[config.mk]
export PLATFORM = sky130hd
export DESIGN_NAME = alecb_top
export DESIGN_NICKNAME = d
export VERILOG_FILES = /design/src/alecb_pkg.sv /design/src/alecb_top.sv /design/src/alecb_event.sv
export SDC_FILE = /design/constraint.sdc
export NUM_CORES = 1
export LEC_CHECK = 0
export BUFFER_PORTS_ARGS = -buffer_cell sky130_fd_sc_hd__buf_4
export CAP_MARGIN = 30
export CORE_MARGIN = 2
export CORE_UTILIZATION = 30
export DETAILED_ROUTE_END_ITERATION = 16
export MAX_ROUTING_LAYER = met4
export SLEW_MARGIN = 20
export SYNTH_ARGS = -nofsm -noshare
export SYNTH_HDL_FRONTEND = slang
export SYNTH_HIERARCHICAL = 1
export SYNTH_SLANG_ARGS = --single-unit
[constraint.sdc]
create_clock -name CLK -period 2 [get_ports CLK]
set_clock_uncertainty 0.15 [all_clocks]
set_input_delay 0.2 -clock CLK [delete_from_list [all_inputs] [get_ports CLK]]
set_output_delay 0.2 -clock CLK [all_outputs]
set_load 0.02 [all_outputs]
[src/alecb_pkg.sv]
/*
 * Shared constants and types for the alert lock and event control block.
 * Assumes a 32-bit APB master and a synchronous temperature word source.
 */
`default_nettype none

package alecb_pkg;

    // ------------------------------------------------------------------
    // Register byte offsets
    // ------------------------------------------------------------------
    localparam logic [7:0] CFG_OFF      = 8'h00;
    localparam logic [7:0] UPPER_OFF    = 8'h04;
    localparam logic [7:0] LOWER_OFF    = 8'h08;
    localparam logic [7:0] CRIT_OFF     = 8'h0C;
    localparam logic [7:0] TEMP_OFF     = 8'h10;
    localparam logic [7:0] BUS_OFF      = 8'h14;
    localparam logic [7:0] IRQ_STAT_OFF = 8'h18;
    localparam logic [7:0] IRQ_MASK_OFF = 8'h1C;

    // ------------------------------------------------------------------
    // Field positions
    // ------------------------------------------------------------------
    localparam int MODE_BIT    = 0;  // 1 = interrupt mode, 0 = comparator
    localparam int OE_BIT      = 3;
    localparam int STAT_BIT    = 4;
    localparam int CLR_BIT     = 5;
    localparam int AWL_BIT     = 6;
    localparam int CTL_BIT     = 7;
    localparam int ARA_DIS_BIT = 0;
    localparam int FLAG_LSB    = 13; // Flags sit in temperature bits 15:13
    localparam int IRQ_ALERT   = 0;  // Alert output rose
    localparam int IRQ_REFUSED = 1;  // A write was refused by a lock
    localparam int TEMP_W      = 13;
    localparam int IRQ_W       = 2;

    // ------------------------------------------------------------------
    // Reset values
    // ------------------------------------------------------------------
    localparam logic [TEMP_W-1:0] LIMIT_RST = 13'h0000;
    localparam logic [TEMP_W-1:0] CRIT_RST  = 13'h0000;
    localparam logic [IRQ_W-1:0]  IRQ_RST   = 2'h0;
    localparam logic              BIT_RST   = 1'b0;

    // Which limit conditions are present in the current sample
    typedef struct packed {
        logic crit;
        logic above;
        logic below;
    } alecb_flags_t;

    // APB access sequencing
    typedef enum logic [1:0] {
        ALECB_IDLE   = 2'b00,
        ALECB_ANSWER = 2'b01
    } alecb_apb_state_t;

endpackage

`default_nettype wire

[src/alecb_top.sv]
/*
 * APB register bank holding the alarm lock and alert control bits, the
 * limit registers they guard, and an interrupt status/mask pair.
 * Assumes a 32-bit APB master on CLK, a synchronous temperature word and a
 * one-cycle alert response pulse from the serial bus front end.
 */
// The APB interface to the registers and the placing of the registers are this design's own decisions.
`default_nettype none

// What this block does
// - While the alarm window lock is set, writes to upper and lower limits are ignored.
// - The alarm window lock resets to 0, reads back 1 once set, and stays set until reset.
// - One write setting the alarm window lock takes effect at once.
// - Writing 1 to alert clear in interrupt mode drops a latched alert; 0 does nothing.
// - In comparator mode, writing 1 to alert clear changes nothing.
// - In interrupt mode, with the bus alert bit 0 clear, an alert response read drops the latched alert.
// - The alert clear bit always reads 0.
// - Alert status reads 1 exactly while the block drives its alert output.
// - Writes to the alert status bit are ignored.
// - The temperature register shows the flags naming the cause of an alert.
// - While either lock is set, the alert output enable cannot be changed.
module alecb_top
(
    // Clock and reset
    input  wire logic                          CLK,
    input  wire logic                          RST,
    // APB slave
    input  wire logic                          PSEL,
    input  wire logic                          PENABLE,
    input  wire logic                          PWRITE,
    input  wire logic [7:0]                    PADDR,
    input  wire logic [31:0]                   PWDATA,
    output logic                               PREADY,
    output logic [31:0]                        PRDATA,
    output logic                               PSLVERR,
    // Sensor side
    input  wire logic [alecb_pkg::TEMP_W-1:0] TEMP_VALUE,
    input  wire logic                          ARA_READ,
    // Outputs
    output logic                               ALERT_OUT,
    output logic                               IRQ
);

    // ------------------------------------------------------------------
    // Declarations
    // ------------------------------------------------------------------
    alecb_pkg::alecb_apb_state_t state_reg;
    logic                         mode_reg;
    logic                         oe_reg;
    logic                         awl_reg;
    logic                         ctl_reg;
    logic                         ara_dis_reg;
    logic [alecb_pkg::TEMP_W-1:0] upper_reg;
    logic [alecb_pkg::TEMP_W-1:0] lower_reg;
    logic [alecb_pkg::TEMP_W-1:0] crit_reg;
    logic [alecb_pkg::IRQ_W-1:0]  irq_stat_reg;
    logic [alecb_pkg::IRQ_W-1:0]  irq_mask_reg;
    logic [alecb_pkg::IRQ_W-1:0]  irq_set;
    logic [alecb_pkg::IRQ_W-1:0]  irq_stat_next;
    logic                         alert_reg;
    logic                         irq_reg;
    logic                         pready_reg;
    logic                         pslverr_reg;
    logic [31:0]                  prdata_reg;
    logic                         wr_commit;
    logic                         wr_cfg;
    logic                         clear_req;
    logic                         locked;
    logic                         refused;
    logic                         active;
    alecb_pkg::alecb_flags_t      flags;
    logic [31:0]                  read_word;

    // Address decode shared by read mux, error answer and write strobes
    function automatic logic addr_is(input logic [7:0] a, input logic [7:0] off);
        addr_is = (a == off);
    endfunction

    function automatic logic mapped(input logic [7:0] a);
        mapped = addr_is(a, alecb_pkg::CFG_OFF) | addr_is(a, alecb_pkg::UPPER_OFF)
               | addr_is(a, alecb_pkg::LOWER_OFF) | addr_is(a, alecb_pkg::CRIT_OFF)
               | addr_is(a, alecb_pkg::TEMP_OFF) | addr_is(a, alecb_pkg::BUS_OFF)
               | addr_is(a, alecb_pkg::IRQ_STAT_OFF) | addr_is(a, alecb_pkg::IRQ_MASK_OFF);
    endfunction

    // ------------------------------------------------------------------
    // APB sequencing
    // ------------------------------------------------------------------
    // One wait state: PREADY rises in the second access cycle, so read data
    // always comes from a flop and writes land at the sampling edge.
    always_ff @(posedge CLK)
    begin
        if (RST)
        begin
            state_reg   <= alecb_pkg::ALECB_IDLE;
            pready_reg  <= 1'b0;
            pslverr_reg <= 1'b0;
            prdata_reg  <= 32'h0000_0000;
        end
        else
        begin
            case (state_reg)
                alecb_pkg::ALECB_IDLE:
                begin
                    if (PSEL && PENABLE)
                    begin
                        state_reg   <= alecb_pkg::ALECB_ANSWER;
                        pready_reg  <= 1'b1;
                        pslverr_reg <= ~mapped(PADDR);
                        prdata_reg  <= PWRITE ? 32'h0000_0000 : read_word;
                    end
                end
                alecb_pkg::ALECB_ANSWER:
                begin
                    state_reg   <= alecb_pkg::ALECB_IDLE;
                    pready_reg  <= 1'b0;
                    pslverr_reg <= 1'b0;
                    prdata_reg  <= 32'h0000_0000;
                end
                default:
                begin
                    state_reg  <= alecb_pkg::ALECB_IDLE;
                    pready_reg <= 1'b0;
                end
            endcase
        end
    end

    assign wr_commit = (state_reg == alecb_pkg::ALECB_ANSWER) & PSEL & PENABLE & PWRITE;
    assign wr_cfg    = wr_commit & addr_is(PADDR, alecb_pkg::CFG_OFF);
    assign locked    = awl_reg | ctl_reg;

    // ------------------------------------------------------------------
    // Read mux
    // ------------------------------------------------------------------
    // Clear bit is never stored, so it reads back as 0 by construction
    always_comb
    begin
        read_word = 32'h0000_0000;
        if (addr_is(PADDR, alecb_pkg::CFG_OFF))
        begin
            read_word[alecb_pkg::MODE_BIT] = mode_reg;
            read_word[alecb_pkg::OE_BIT]   = oe_reg;
            read_word[alecb_pkg::STAT_BIT] = alert_reg;
            read_word[alecb_pkg::CLR_BIT]  = 1'b0;
            read_word[alecb_pkg::AWL_BIT]  = awl_reg;
            read_word[alecb_pkg::CTL_BIT]  = ctl_reg;
        end
        else if (addr_is(PADDR, alecb_pkg::UPPER_OFF))
            read_word[alecb_pkg::TEMP_W-1:0] = upper_reg;
        else if (addr_is(PADDR, alecb_pkg::LOWER_OFF))
            read_word[alecb_pkg::TEMP_W-1:0] = lower_reg;
        else if (addr_is(PADDR, alecb_pkg::CRIT_OFF))
            read_word[alecb_pkg::TEMP_W-1:0] = crit_reg;
        else if (addr_is(PADDR, alecb_pkg::TEMP_OFF))
        begin
            read_word[alecb_pkg::TEMP_W-1:0]                  = TEMP_VALUE;
            read_word[alecb_pkg::FLAG_LSB+2:alecb_pkg::FLAG_LSB] = flags;
        end
        else if (addr_is(PADDR, alecb_pkg::BUS_OFF))
            read_word[alecb_pkg::ARA_DIS_BIT] = ara_dis_reg;
        else if (addr_is(PADDR, alecb_pkg::IRQ_STAT_OFF))
            read_word[alecb_pkg::IRQ_W-1:0] = irq_stat_reg;
        else if (addr_is(PADDR, alecb_pkg::IRQ_MASK_OFF))
            read_word[alecb_pkg::IRQ_W-1:0] = irq_mask_reg;
    end

    // ------------------------------------------------------------------
    // Configuration bits
    // ------------------------------------------------------------------
    // Locks are sticky: only reset clears them, a single write sets them
    always_ff @(posedge CLK)
    begin
        if (RST)
        begin
            awl_reg <= alecb_pkg::BIT_RST;
            ctl_reg <= alecb_pkg::BIT_RST;
        end
        else if (wr_cfg)
        begin
            awl_reg <= awl_reg | PWDATA[alecb_pkg::AWL_BIT];
            ctl_reg <= ctl_reg | PWDATA[alecb_pkg::CTL_BIT];
        end
    end

    // Enable is frozen while locked; the status bit has no storage to write
    always_ff @(posedge CLK)
    begin
        if (RST)
        begin
            oe_reg   <= alecb_pkg::BIT_RST;
            mode_reg <= alecb_pkg::BIT_RST;
        end
        else if (wr_cfg)
        begin
            mode_reg <= PWDATA[alecb_pkg::MODE_BIT];
            if (!locked)
                oe_reg <= PWDATA[alecb_pkg::OE_BIT];
        end
    end

    // Clear is a strobe, only a 1 does anything
    assign clear_req = wr_cfg & PWDATA[alecb_pkg::CLR_BIT];

    always_ff @(posedge CLK)
    begin
        if (RST)
            ara_dis_reg <= alecb_pkg::BIT_RST;
        else if (wr_commit && addr_is(PADDR, alecb_pkg::BUS_OFF))
            ara_dis_reg <= PWDATA[alecb_pkg::ARA_DIS_BIT];
    end

    // ------------------------------------------------------------------
    // Limit registers
    // ------------------------------------------------------------------
    // Locked writes complete on the bus normally but leave the limits alone
    always_ff @(posedge CLK)
    begin
        if (RST)
        begin
            upper_reg <= alecb_pkg::LIMIT_RST;
            lower_reg <= alecb_pkg::LIMIT_RST;
            crit_reg  <= alecb_pkg::CRIT_RST;
        end
        else if (wr_commit)
        begin
            if (addr_is(PADDR, alecb_pkg::UPPER_OFF) && !awl_reg)
                upper_reg <= PWDATA[alecb_pkg::TEMP_W-1:0];
            if (addr_is(PADDR, alecb_pkg::LOWER_OFF) && !awl_reg)
                lower_reg <= PWDATA[alecb_pkg::TEMP_W-1:0];
            if (addr_is(PADDR, alecb_pkg::CRIT_OFF) && !ctl_reg)
                crit_reg  <= PWDATA[alecb_pkg::TEMP_W-1:0];
        end
    end

    // A refused write is flagged so software can notice it
    assign refused = wr_commit & (
          (awl_reg & (addr_is(PADDR, alecb_pkg::UPPER_OFF)
                    | addr_is(PADDR, alecb_pkg::LOWER_OFF)))
        | (ctl_reg & addr_is(PADDR, alecb_pkg::CRIT_OFF))
        | (wr_cfg & locked & (PWDATA[alecb_pkg::OE_BIT] != oe_reg)));

    // ------------------------------------------------------------------
    // Alert engine
    // ------------------------------------------------------------------
    alecb_event u_event
    (
        .clk         (CLK),
        .rst         (RST),
        .temp        (TEMP_VALUE),
        .upper       (upper_reg),
        .lower       (lower_reg),
        .crit        (crit_reg),
        .int_mode    (mode_reg),
        .clear_req   (clear_req),
        .ara_req     (ARA_READ),
        .ara_disable (ara_dis_reg),
        .flags       (flags),
        .active      (active)
    );

    // Pin drive and status share this flop so they can never disagree
    always_ff @(posedge CLK)
    begin
        if (RST)
            alert_reg <= alecb_pkg::BIT_RST;
        else
            alert_reg <= oe_reg & active;
    end

    // ------------------------------------------------------------------
    // Interrupt status and mask
    // ------------------------------------------------------------------
    assign irq_set[alecb_pkg::IRQ_ALERT]   = (oe_reg & active) & ~alert_reg;
    assign irq_set[alecb_pkg::IRQ_REFUSED] = refused;

    // Write-one-to-clear; a new event in the clear cycle still lands
    always_comb
    begin
        irq_stat_next = irq_stat_reg;
        if (wr_commit && addr_is(PADDR, alecb_pkg::IRQ_STAT_OFF))
            irq_stat_next = irq_stat_reg & ~PWDATA[alecb_pkg::IRQ_W-1:0];
        irq_stat_next = irq_stat_next | irq_set;
    end

    always_ff @(posedge CLK)
    begin
        if (RST)
        begin
            irq_stat_reg <= alecb_pkg::IRQ_RST;
            irq_mask_reg <= alecb_pkg::IRQ_RST;
            irq_reg      <= 1'b0;
        end
        else
        begin
            irq_stat_reg <= irq_stat_next;
            if (wr_commit && addr_is(PADDR, alecb_pkg::IRQ_MASK_OFF))
                irq_mask_reg <= PWDATA[alecb_pkg::IRQ_W-1:0];
            irq_reg <= |(irq_stat_reg & irq_mask_reg);
        end
    end

    // ------------------------------------------------------------------
    // Outputs
    // ------------------------------------------------------------------
    assign PREADY    = pready_reg;
    assign PRDATA    = prdata_reg;
    assign PSLVERR   = pslverr_reg;
    assign ALERT_OUT = alert_reg;
    assign IRQ       = irq_reg;

    // ------------------------------------------------------------------
    // Checks
    // ------------------------------------------------------------------
    AST_LIMIT_LOCKED: assert property (@(posedge CLK) disable iff (RST)
        wr_commit && awl_reg && addr_is(PADDR, alecb_pkg::UPPER_OFF)
        |=> $stable(upper_reg))
        else $error("Upper limit changed while locked");
    AST_LOCK_HOLDS: assert property (@(posedge CLK) disable iff (RST)
        awl_reg |=> awl_reg [*3])
        else $error("Window lock dropped without reset");
    AST_LOCK_SINGLE: assert property (@(posedge CLK) disable iff (RST)
        wr_cfg && PWDATA[alecb_pkg::AWL_BIT] |=> awl_reg)
        else $error("Single write did not set window lock");
    AST_CLEAR_READS0: assert property (@(posedge CLK) disable iff (RST)
        PREADY && addr_is(PADDR, alecb_pkg::CFG_OFF) && !PWRITE
        |-> !PRDATA[alecb_pkg::CLR_BIT])
        else $error("Clear bit read back nonzero");
    AST_STATUS_MATCH: assert property (@(posedge CLK) disable iff (RST)
        PREADY && addr_is(PADDR, alecb_pkg::CFG_OFF) && !PWRITE
        |-> PRDATA[alecb_pkg::STAT_BIT] == $past(ALERT_OUT))
        else $error("Status bit disagrees with alert output");
    AST_STATUS_WR: assert property (@(posedge CLK) disable iff (RST)
        wr_cfg && PWDATA[alecb_pkg::STAT_BIT] && !(oe_reg && active) |=> !ALERT_OUT)
        else $error("Status write drove the alert output");
    AST_FLAGS_SHOWN: assert property (@(posedge CLK) disable iff (RST)
        PREADY && addr_is(PADDR, alecb_pkg::TEMP_OFF) && !PWRITE
        |-> PRDATA[alecb_pkg::FLAG_LSB+2:alecb_pkg::FLAG_LSB] == $past(flags))
        else $error("Temperature flags missing from read");
    AST_OE_LOCKED: assert property (@(posedge CLK) disable iff (RST)
        wr_cfg && locked |=> oe_reg == $past(oe_reg))
        else $error("Output enable changed while locked");

endmodule

`default_nettype wire

[src/alecb_event.sv]
/*
 * Limit comparison and alert latch.
 * Assumes the temperature word and limits are stable, signed, synchronous.
 */
`default_nettype none

module alecb_event
(
    // Clock and reset
    input  wire logic                          clk,
    input  wire logic                          rst,
    // Sample and limits
    input  wire logic [alecb_pkg::TEMP_W-1:0] temp,
    input  wire logic [alecb_pkg::TEMP_W-1:0] upper,
    input  wire logic [alecb_pkg::TEMP_W-1:0] lower,
    input  wire logic [alecb_pkg::TEMP_W-1:0] crit,
    // Control
    input  wire logic                          int_mode,
    input  wire logic                          clear_req,
    input  wire logic                          ara_req,
    input  wire logic                          ara_disable,
    // Results
    output alecb_pkg::alecb_flags_t            flags,
    output logic                               active
);

    alecb_pkg::alecb_flags_t flags_next;
    logic                    cond_reg;
    logic                    latch_reg;
    logic                    set_ev;
    logic                    clr_ev;

    // Signed compares against the three limits
    always_comb
    begin
        flags_next.crit  = $signed(temp) >= $signed(crit);
        flags_next.above = $signed(temp) > $signed(upper);
        flags_next.below = $signed(temp) < $signed(lower);
    end

    // Latch sets on a new condition; a set in the clear cycle wins
    assign set_ev = (|flags_next) & ~cond_reg;
    assign clr_ev = int_mode & (clear_req | (ara_req & ~ara_disable));

    always_ff @(posedge clk)
    begin
        if (rst)
        begin
            flags     <= '0;
            cond_reg  <= alecb_pkg::BIT_RST;
            latch_reg <= alecb_pkg::BIT_RST;
        end
        else
        begin
            flags    <= flags_next;
            cond_reg <= |flags_next;
            if (set_ev)
                latch_reg <= 1'b1;
            else if (clr_ev)
                latch_reg <= 1'b0;
        end
    end

    // Comparator mode follows the condition; interrupt mode holds the latch
    assign active = int_mode ? latch_reg : cond_reg;

    AST_CMP_CLEAR: assert property (@(posedge clk) disable iff (rst)
        !int_mode && clear_req && !set_ev |=> $stable(latch_reg))
        else $error("Clear altered state in comparator mode");
    AST_INT_CLEAR: assert property (@(posedge clk) disable iff (rst)
        int_mode && clear_req && !set_ev |=> !latch_reg)
        else $error("Clear did not drop latched alert");
    AST_ARA_CLEAR: assert property (@(posedge clk) disable iff (rst)
        int_mode && ara_req && !ara_disable && !set_ev |=> !latch_reg)
        else $error("Alert response did not drop latched alert");

endmodule

`default_nettype wire

Word level (Yosys, flattened, before mapping):

Index checks and enable logic that the tools add are counted.

* order comparisons: 3
* equal/unequal tests: 9
* multiplexer cells: 25
* bitwise operators: 39
* reductions and logical operators: 21

Operator list (number)
* 32-bit one-hot mux with 2 select lines: 1
* 13-bit 2-to-1 mux: 3
* 8-bit by 5-bit equality test with 1-bit output, second input constant: 4
* 32-bit 2-to-1 mux: 1
* 8-bit by 4-bit equality test with 1-bit output, second input constant: 2
* 16-bit 2-to-1 mux: 1
* 1-bit AND: 15
* 14-bit 2-to-1 mux: 1
* 1-bit bitwise OR: 14
* 13-bit greater-or-equal comparator: 1
* 13-bit greater-than comparator: 1
* 13-bit < comparator: 1
* 2-bit 2-to-1 mux: 5
* 2-bit AND reduction: 5
* 3-bit 2-to-1 mux: 3
* 8-bit by 3-bit equality test with 1-bit output, second input constant: 1
* 8-bit logical NOT: 1
* 8-bit 2-to-1 mux: 1
* 1-bit logical AND: 7
* 1-bit 2-to-1 mux: 7
* 1-bit inverter: 6
* 5-bit 2-to-1 mux: 1
* 2-bit AND: 2
* 2-bit nonzero test: 2
* other kinds (9): 11

* register bits: 89

Longest topological paths before layout:

* depth after elaboration: 12
* mapped depth: 9

Modules after synthesis:

Netlist, hierarchy kept.

By module, submodules not included
* alecb_top: instances 1, cells an instance 390, area each 3382.0 um2, seq. area each 1361.3 um2
* alecb_event: instances 1, cells an instance 154, area each 1171.1 um2, seq. area each 100.1 um2

Least setup slack after synthesis:

Ideal clock, no wire load.

* path kind: flip-flop to flip-flop
* start point: register state_reg[0]
* end point: register prdata_reg[10], in the netlist PRDATA[10]
* arrival time: 1788 ps
* path slack: -39 ps
* cell stages (with the launch flop): 4
* path buffers: 0
* cell sequence: dfxtp_1 -> nor4_1 -> nand2_1 -> o41ai_1

* cells in the longest elaborated chain, start to end: 3
* elaborated cells between the ends (all ways): 5

Ends and longest elaborated chain
* from (decl): RTL line alecb_top.sv:47 `alecb_pkg::alecb_apb_state_t state_reg;`
* from (signal assigned): RTL line alecb_top.sv:95 `state_reg <= alecb_pkg::ALECB_IDLE;`
* from (signal assigned): RTL line alecb_top.sv:107 `state_reg <= alecb_pkg::ALECB_ANSWER;`
* from (signal assigned): RTL line alecb_top.sv:115 `state_reg <= alecb_pkg::ALECB_IDLE;`
* 2-bit logical NOT: RTL line alecb_top.sv:102 `case (state_reg)`
* 2-bit inequality test (no line) / 2-bit nonzero test (equally long branches)
* 2-bit AND reduction (no line)
* to (signal assigned): RTL line alecb_top.sv:110 `prdata_reg <= PWRITE ? 32'h0000_0000 : read_word;`
* to (decl): RTL line alecb_top.sv:64 `logic [31:0] prdata_reg;`

Parallel ways exist; a longest one is shown, timed or not.
A chain may end at the register's enable or synchronous reset.

Worst setup path after layout:

* start point: register upper_reg[6] (netlist name)
* end point: register u_event.latch_reg

* cells in the longest elaborated chain, start to end: 4
* elaborated cells between the ends (all ways): 5

Ends and longest elaborated chain
* from (decl): RTL line alecb_top.sv:53 `logic [alecb_pkg::TEMP_W-1:0] upper_reg;`
* from (signal assigned): RTL line alecb_top.sv:221 `upper_reg <= alecb_pkg::LIMIT_RST;`
* from (signal assigned): RTL line alecb_top.sv:228 `upper_reg <= PWDATA[alecb_pkg::TEMP_W-1:0];`
* 13-bit greater-than comparator *: RTL line alecb_event.sv:37 `flags_next.above = $signed(temp) > $signed(upper);`
* 3-bit OR reduction *: RTL line alecb_event.sv:42 `assign set_ev = (|flags_next) & ~cond_reg;`
* 1-bit AND *: RTL line alecb_event.sv:42
* 1-bit 2-to-1 mux / 2-bit nonzero test (equally long branches)
* to (signal assigned): RTL line alecb_event.sv:51 `latch_reg <= alecb_pkg::BIT_RST;`
* to (decl): RTL line alecb_event.sv:29 `logic latch_reg;`

Mark *: on every way between the ends. The rest lies on a longest branch, timed or not.

==> metrics <==
worst-case headroom to the max-slew limit 62.3%; CTS tree built; largest net degree at the start of global routing 36; count of antenna-violating nets left after detailed routing 0; H-tree levels 3; overall die area 16,200 sq um; TritonCTS Buffers 9; met3 WL 724 um; final critical-path share of the clock period 102%; Maximum Capacitance Violations 0; Crit Path Max Fanout 3; DRC violation count after routing 0; Leakage Power 0.00260 uW; required time worst endpoint 2070 ps; vias after detailed routing 4,471; total count of hold-check failures in the final report 0; worst-case setup slack after placement -182 ps; area of the multi-input gates 2860 sq um; total core area 15,000 sq um; Final Wtd Congestion 0.933; Final HPWL DP 11,300 um; initial antenna violation count 0; global-route wire length before repair 23,400 um; Initial DRT Pass Iterations 4; number of global-route vias before repair 4,394; routed length on met1 6620 um; post-DR wirelength/cell 17.4 um; metal2 WL 7200 um; layout-stage area growth over the synthesis result 35.4%; top flip-flop cell by instance count after synthesis dfxtp_1; Highest Signal Layer met4; cell row count 45; Power Dens Cells 587 nW/um^2; final critical path time including I/O delays and setup 2040 ps; register clock-pin slew on the reported worst setup and hold paths 70 ps; EDFF count, synth 0; Die X-Extent 127 um; Max Root-Sink Buffers 2; number of distinct library cells after synthesis 60; maximum frequency from static timing analysis 491 MHz; setup repair after global routing missed its margin yes; number of sinks handled by clock tree synthesis 73; category of the critical setup timing path flip-flop to flip-flop; Reg2Reg Setup Slack -40 ps; number of buffers inserted by port buffering 59; Slew @ Worst Pin 566 ps; Max Transition Viols Final 0; number of filler instances in the final layout 1,471; max reg flops 16; endpoints failing setup 1; sum of overflow across all layers after global routing 0; Die Y-Extent 127 um; total routing resource utilization after global routing 19.2%; clock tree root buffer cell clkbuf_16; violations in the final reports setup timing; crit path setup slack, layout -35.0 ps; proportion of layout cells with a drive suffix above 1 31.4%; count of placed standard cells in the final layout, fillers left out 860; post-synthesis instance total 544; highest ir drop seen on vdd 0.513 mV; hold crit path type input pin to flip-flop; Skew-Pair Late Insertion Delay 340 ps; post-route cell area 6160 sq um; ys async rst share 0%; utilization after layout 41.0%; Seq cells post-synth 73; Total Neg Setup Slack -35.0 ps; synthesis warning total 6; mean cell area of the mapped netlist 8.37 sq um; kind of launch point of the worst setup path flip-flop; area taken by flip-flops and latches 1480 sq um; total routed wirelength 14,900 um; post-synthesis sequential area ratio 32.1%; Starting Density 30.3%; cell count after placement 830; total standard cell area after synthesis 4550 sq um; cell area after placement 5590 sq um; Critical Path End Type flip-flop; final net count 764; average vias per placed instance 5.20; number of top-level design ports 95; number of antenna repair diodes 0; Data arrival, critical path 2100 ps; Starting DRT DRC Count 292; outcome finished with violations
## cell type report
type / instances / area share (%)
multi-input combinational: 392 / 46.4
sequential: 73 / 24.0
timing repair buffer: 140 / 17.9
clock buffer: 10 / 3.88
tap: 188 / 3.82
inverter: 51 / 3.11
clock inverter: 6 / 0.934
## metrics by stage
stage	hold slack [ps]	total power (uW)
CTS	1.93	3620
detailed placement	300	1970
finish	0.409	3620
floorplan	190	1770
global placement	294	1970
global route	12.0	3750
## metal layers
metal / vias up / track usage [%]
met4: 0 / 7.63
met5: - / -
met3: 22 / 2.93
met2: 137 / 30.7
li1: 2152 / -
met1: 2160 / 24.3
## final timing paths
check / from / to / cells past startpoint
setup / recovery: upper_reg[6] / u_event/latch_reg / 8
hold / removal: PWDATA[1] / irq_mask_reg[1] / 3
setup reg to reg: upper_reg[6] / u_event/latch_reg / 8
hold reg to reg: PRDATA[12] / PRDATA[12] / 2
## power breakdown
| group | switching (uW) | total [uW] | internal, uW |
|---|---|---|---|
| Clock | 629 | 1620 | 990 |
| Sequential | 6.60 | 1480 | 1470 |
| Combinational | 291 | 522 | 231 |
| Total | 927 | 3620 | 2690 |
## layout by cell type, fill, tap and decap left out, types with 7 or more instances in the layout
cell type	count
clkbuf_16	9
nand4_1	8
a21o_1	7
mux2i_1	32
ha_1	31
dlygate4sd3_1	10
nor2_1	49
mux2_2	9
dfxtp_2	14
o21ai_0	7
a31oi_1	10
nor3_1	14
inv_1	48
buf_4	128
a211oi_1	8
conb_1	16
nand2_1	50
o41ai_1	7
dfxtp_1	59
a21oi_1	35
nand3_1	11
## critical path, stage by stage, from the launching register on
cell and delay [ps]:
dfxtp_2 340, inv_2 50, ha_4 210, a21o_1 200
a21oi_2 180, o2111ai_2 160, o211a_4 300, nor4_2 240
a21oi_1 90
## timing repair
item,in CTS,in global routing
pin swaps,13,8
setup buffers,3,1
hold buffers,10,0
hold endpoints to repair,30,0
resized for setup,26,13
endpoints found under the setup margin,4,4
## cells in the mapped netlist (3+ instances only)
cell / instances / area, sq um
a211o_1: 3 / 26.3
a211oi_1: 9 / 67.6
a21o_1: 7 / 52.6
a21oi_1: 38 / 190
a22oi_1: 5 / 37.5
a31oi_1: 10 / 62.6
buf_1: 4 / 15.0
buf_2: 3 / 15.0
buf_4: 17 / 128
buf_6: 3 / 33.8
clkbuf_1: 16 / 60.1
dfxtp_1: 73 / 1460
ha_1: 38 / 475
inv_1: 51 / 191
mux2_2: 9 / 101
mux2i_1: 32 / 320
nand2_1: 50 / 188
nand2b_1: 5 / 31.3
nand3_1: 11 / 55.1
nand4_1: 8 / 50.1
nor2_1: 50 / 188
nor2b_1: 6 / 37.5
nor3_1: 14 / 70.1
nor3b_1: 3 / 22.5
nor4_1: 3 / 18.8
o211a_1: 5 / 50.1
o21ai_0: 11 / 55.1
o21ba_2: 3 / 30.0
o221ai_1: 5 / 43.8
o41ai_1: 7 / 61.3
or2_2: 3 / 18.8
or4_4: 3 / 33.8
## logic make-up after synthesis
group           synth area share [%]
simple gates                    18.8
compound gates                  18.9
buf+inv                         9.73
flops                           32.1
mux                             9.76
fa+ha+maj                       10.4
other cells                   0.0824
xor+xnor                       0.192
(Power assumes the default switching activity.)
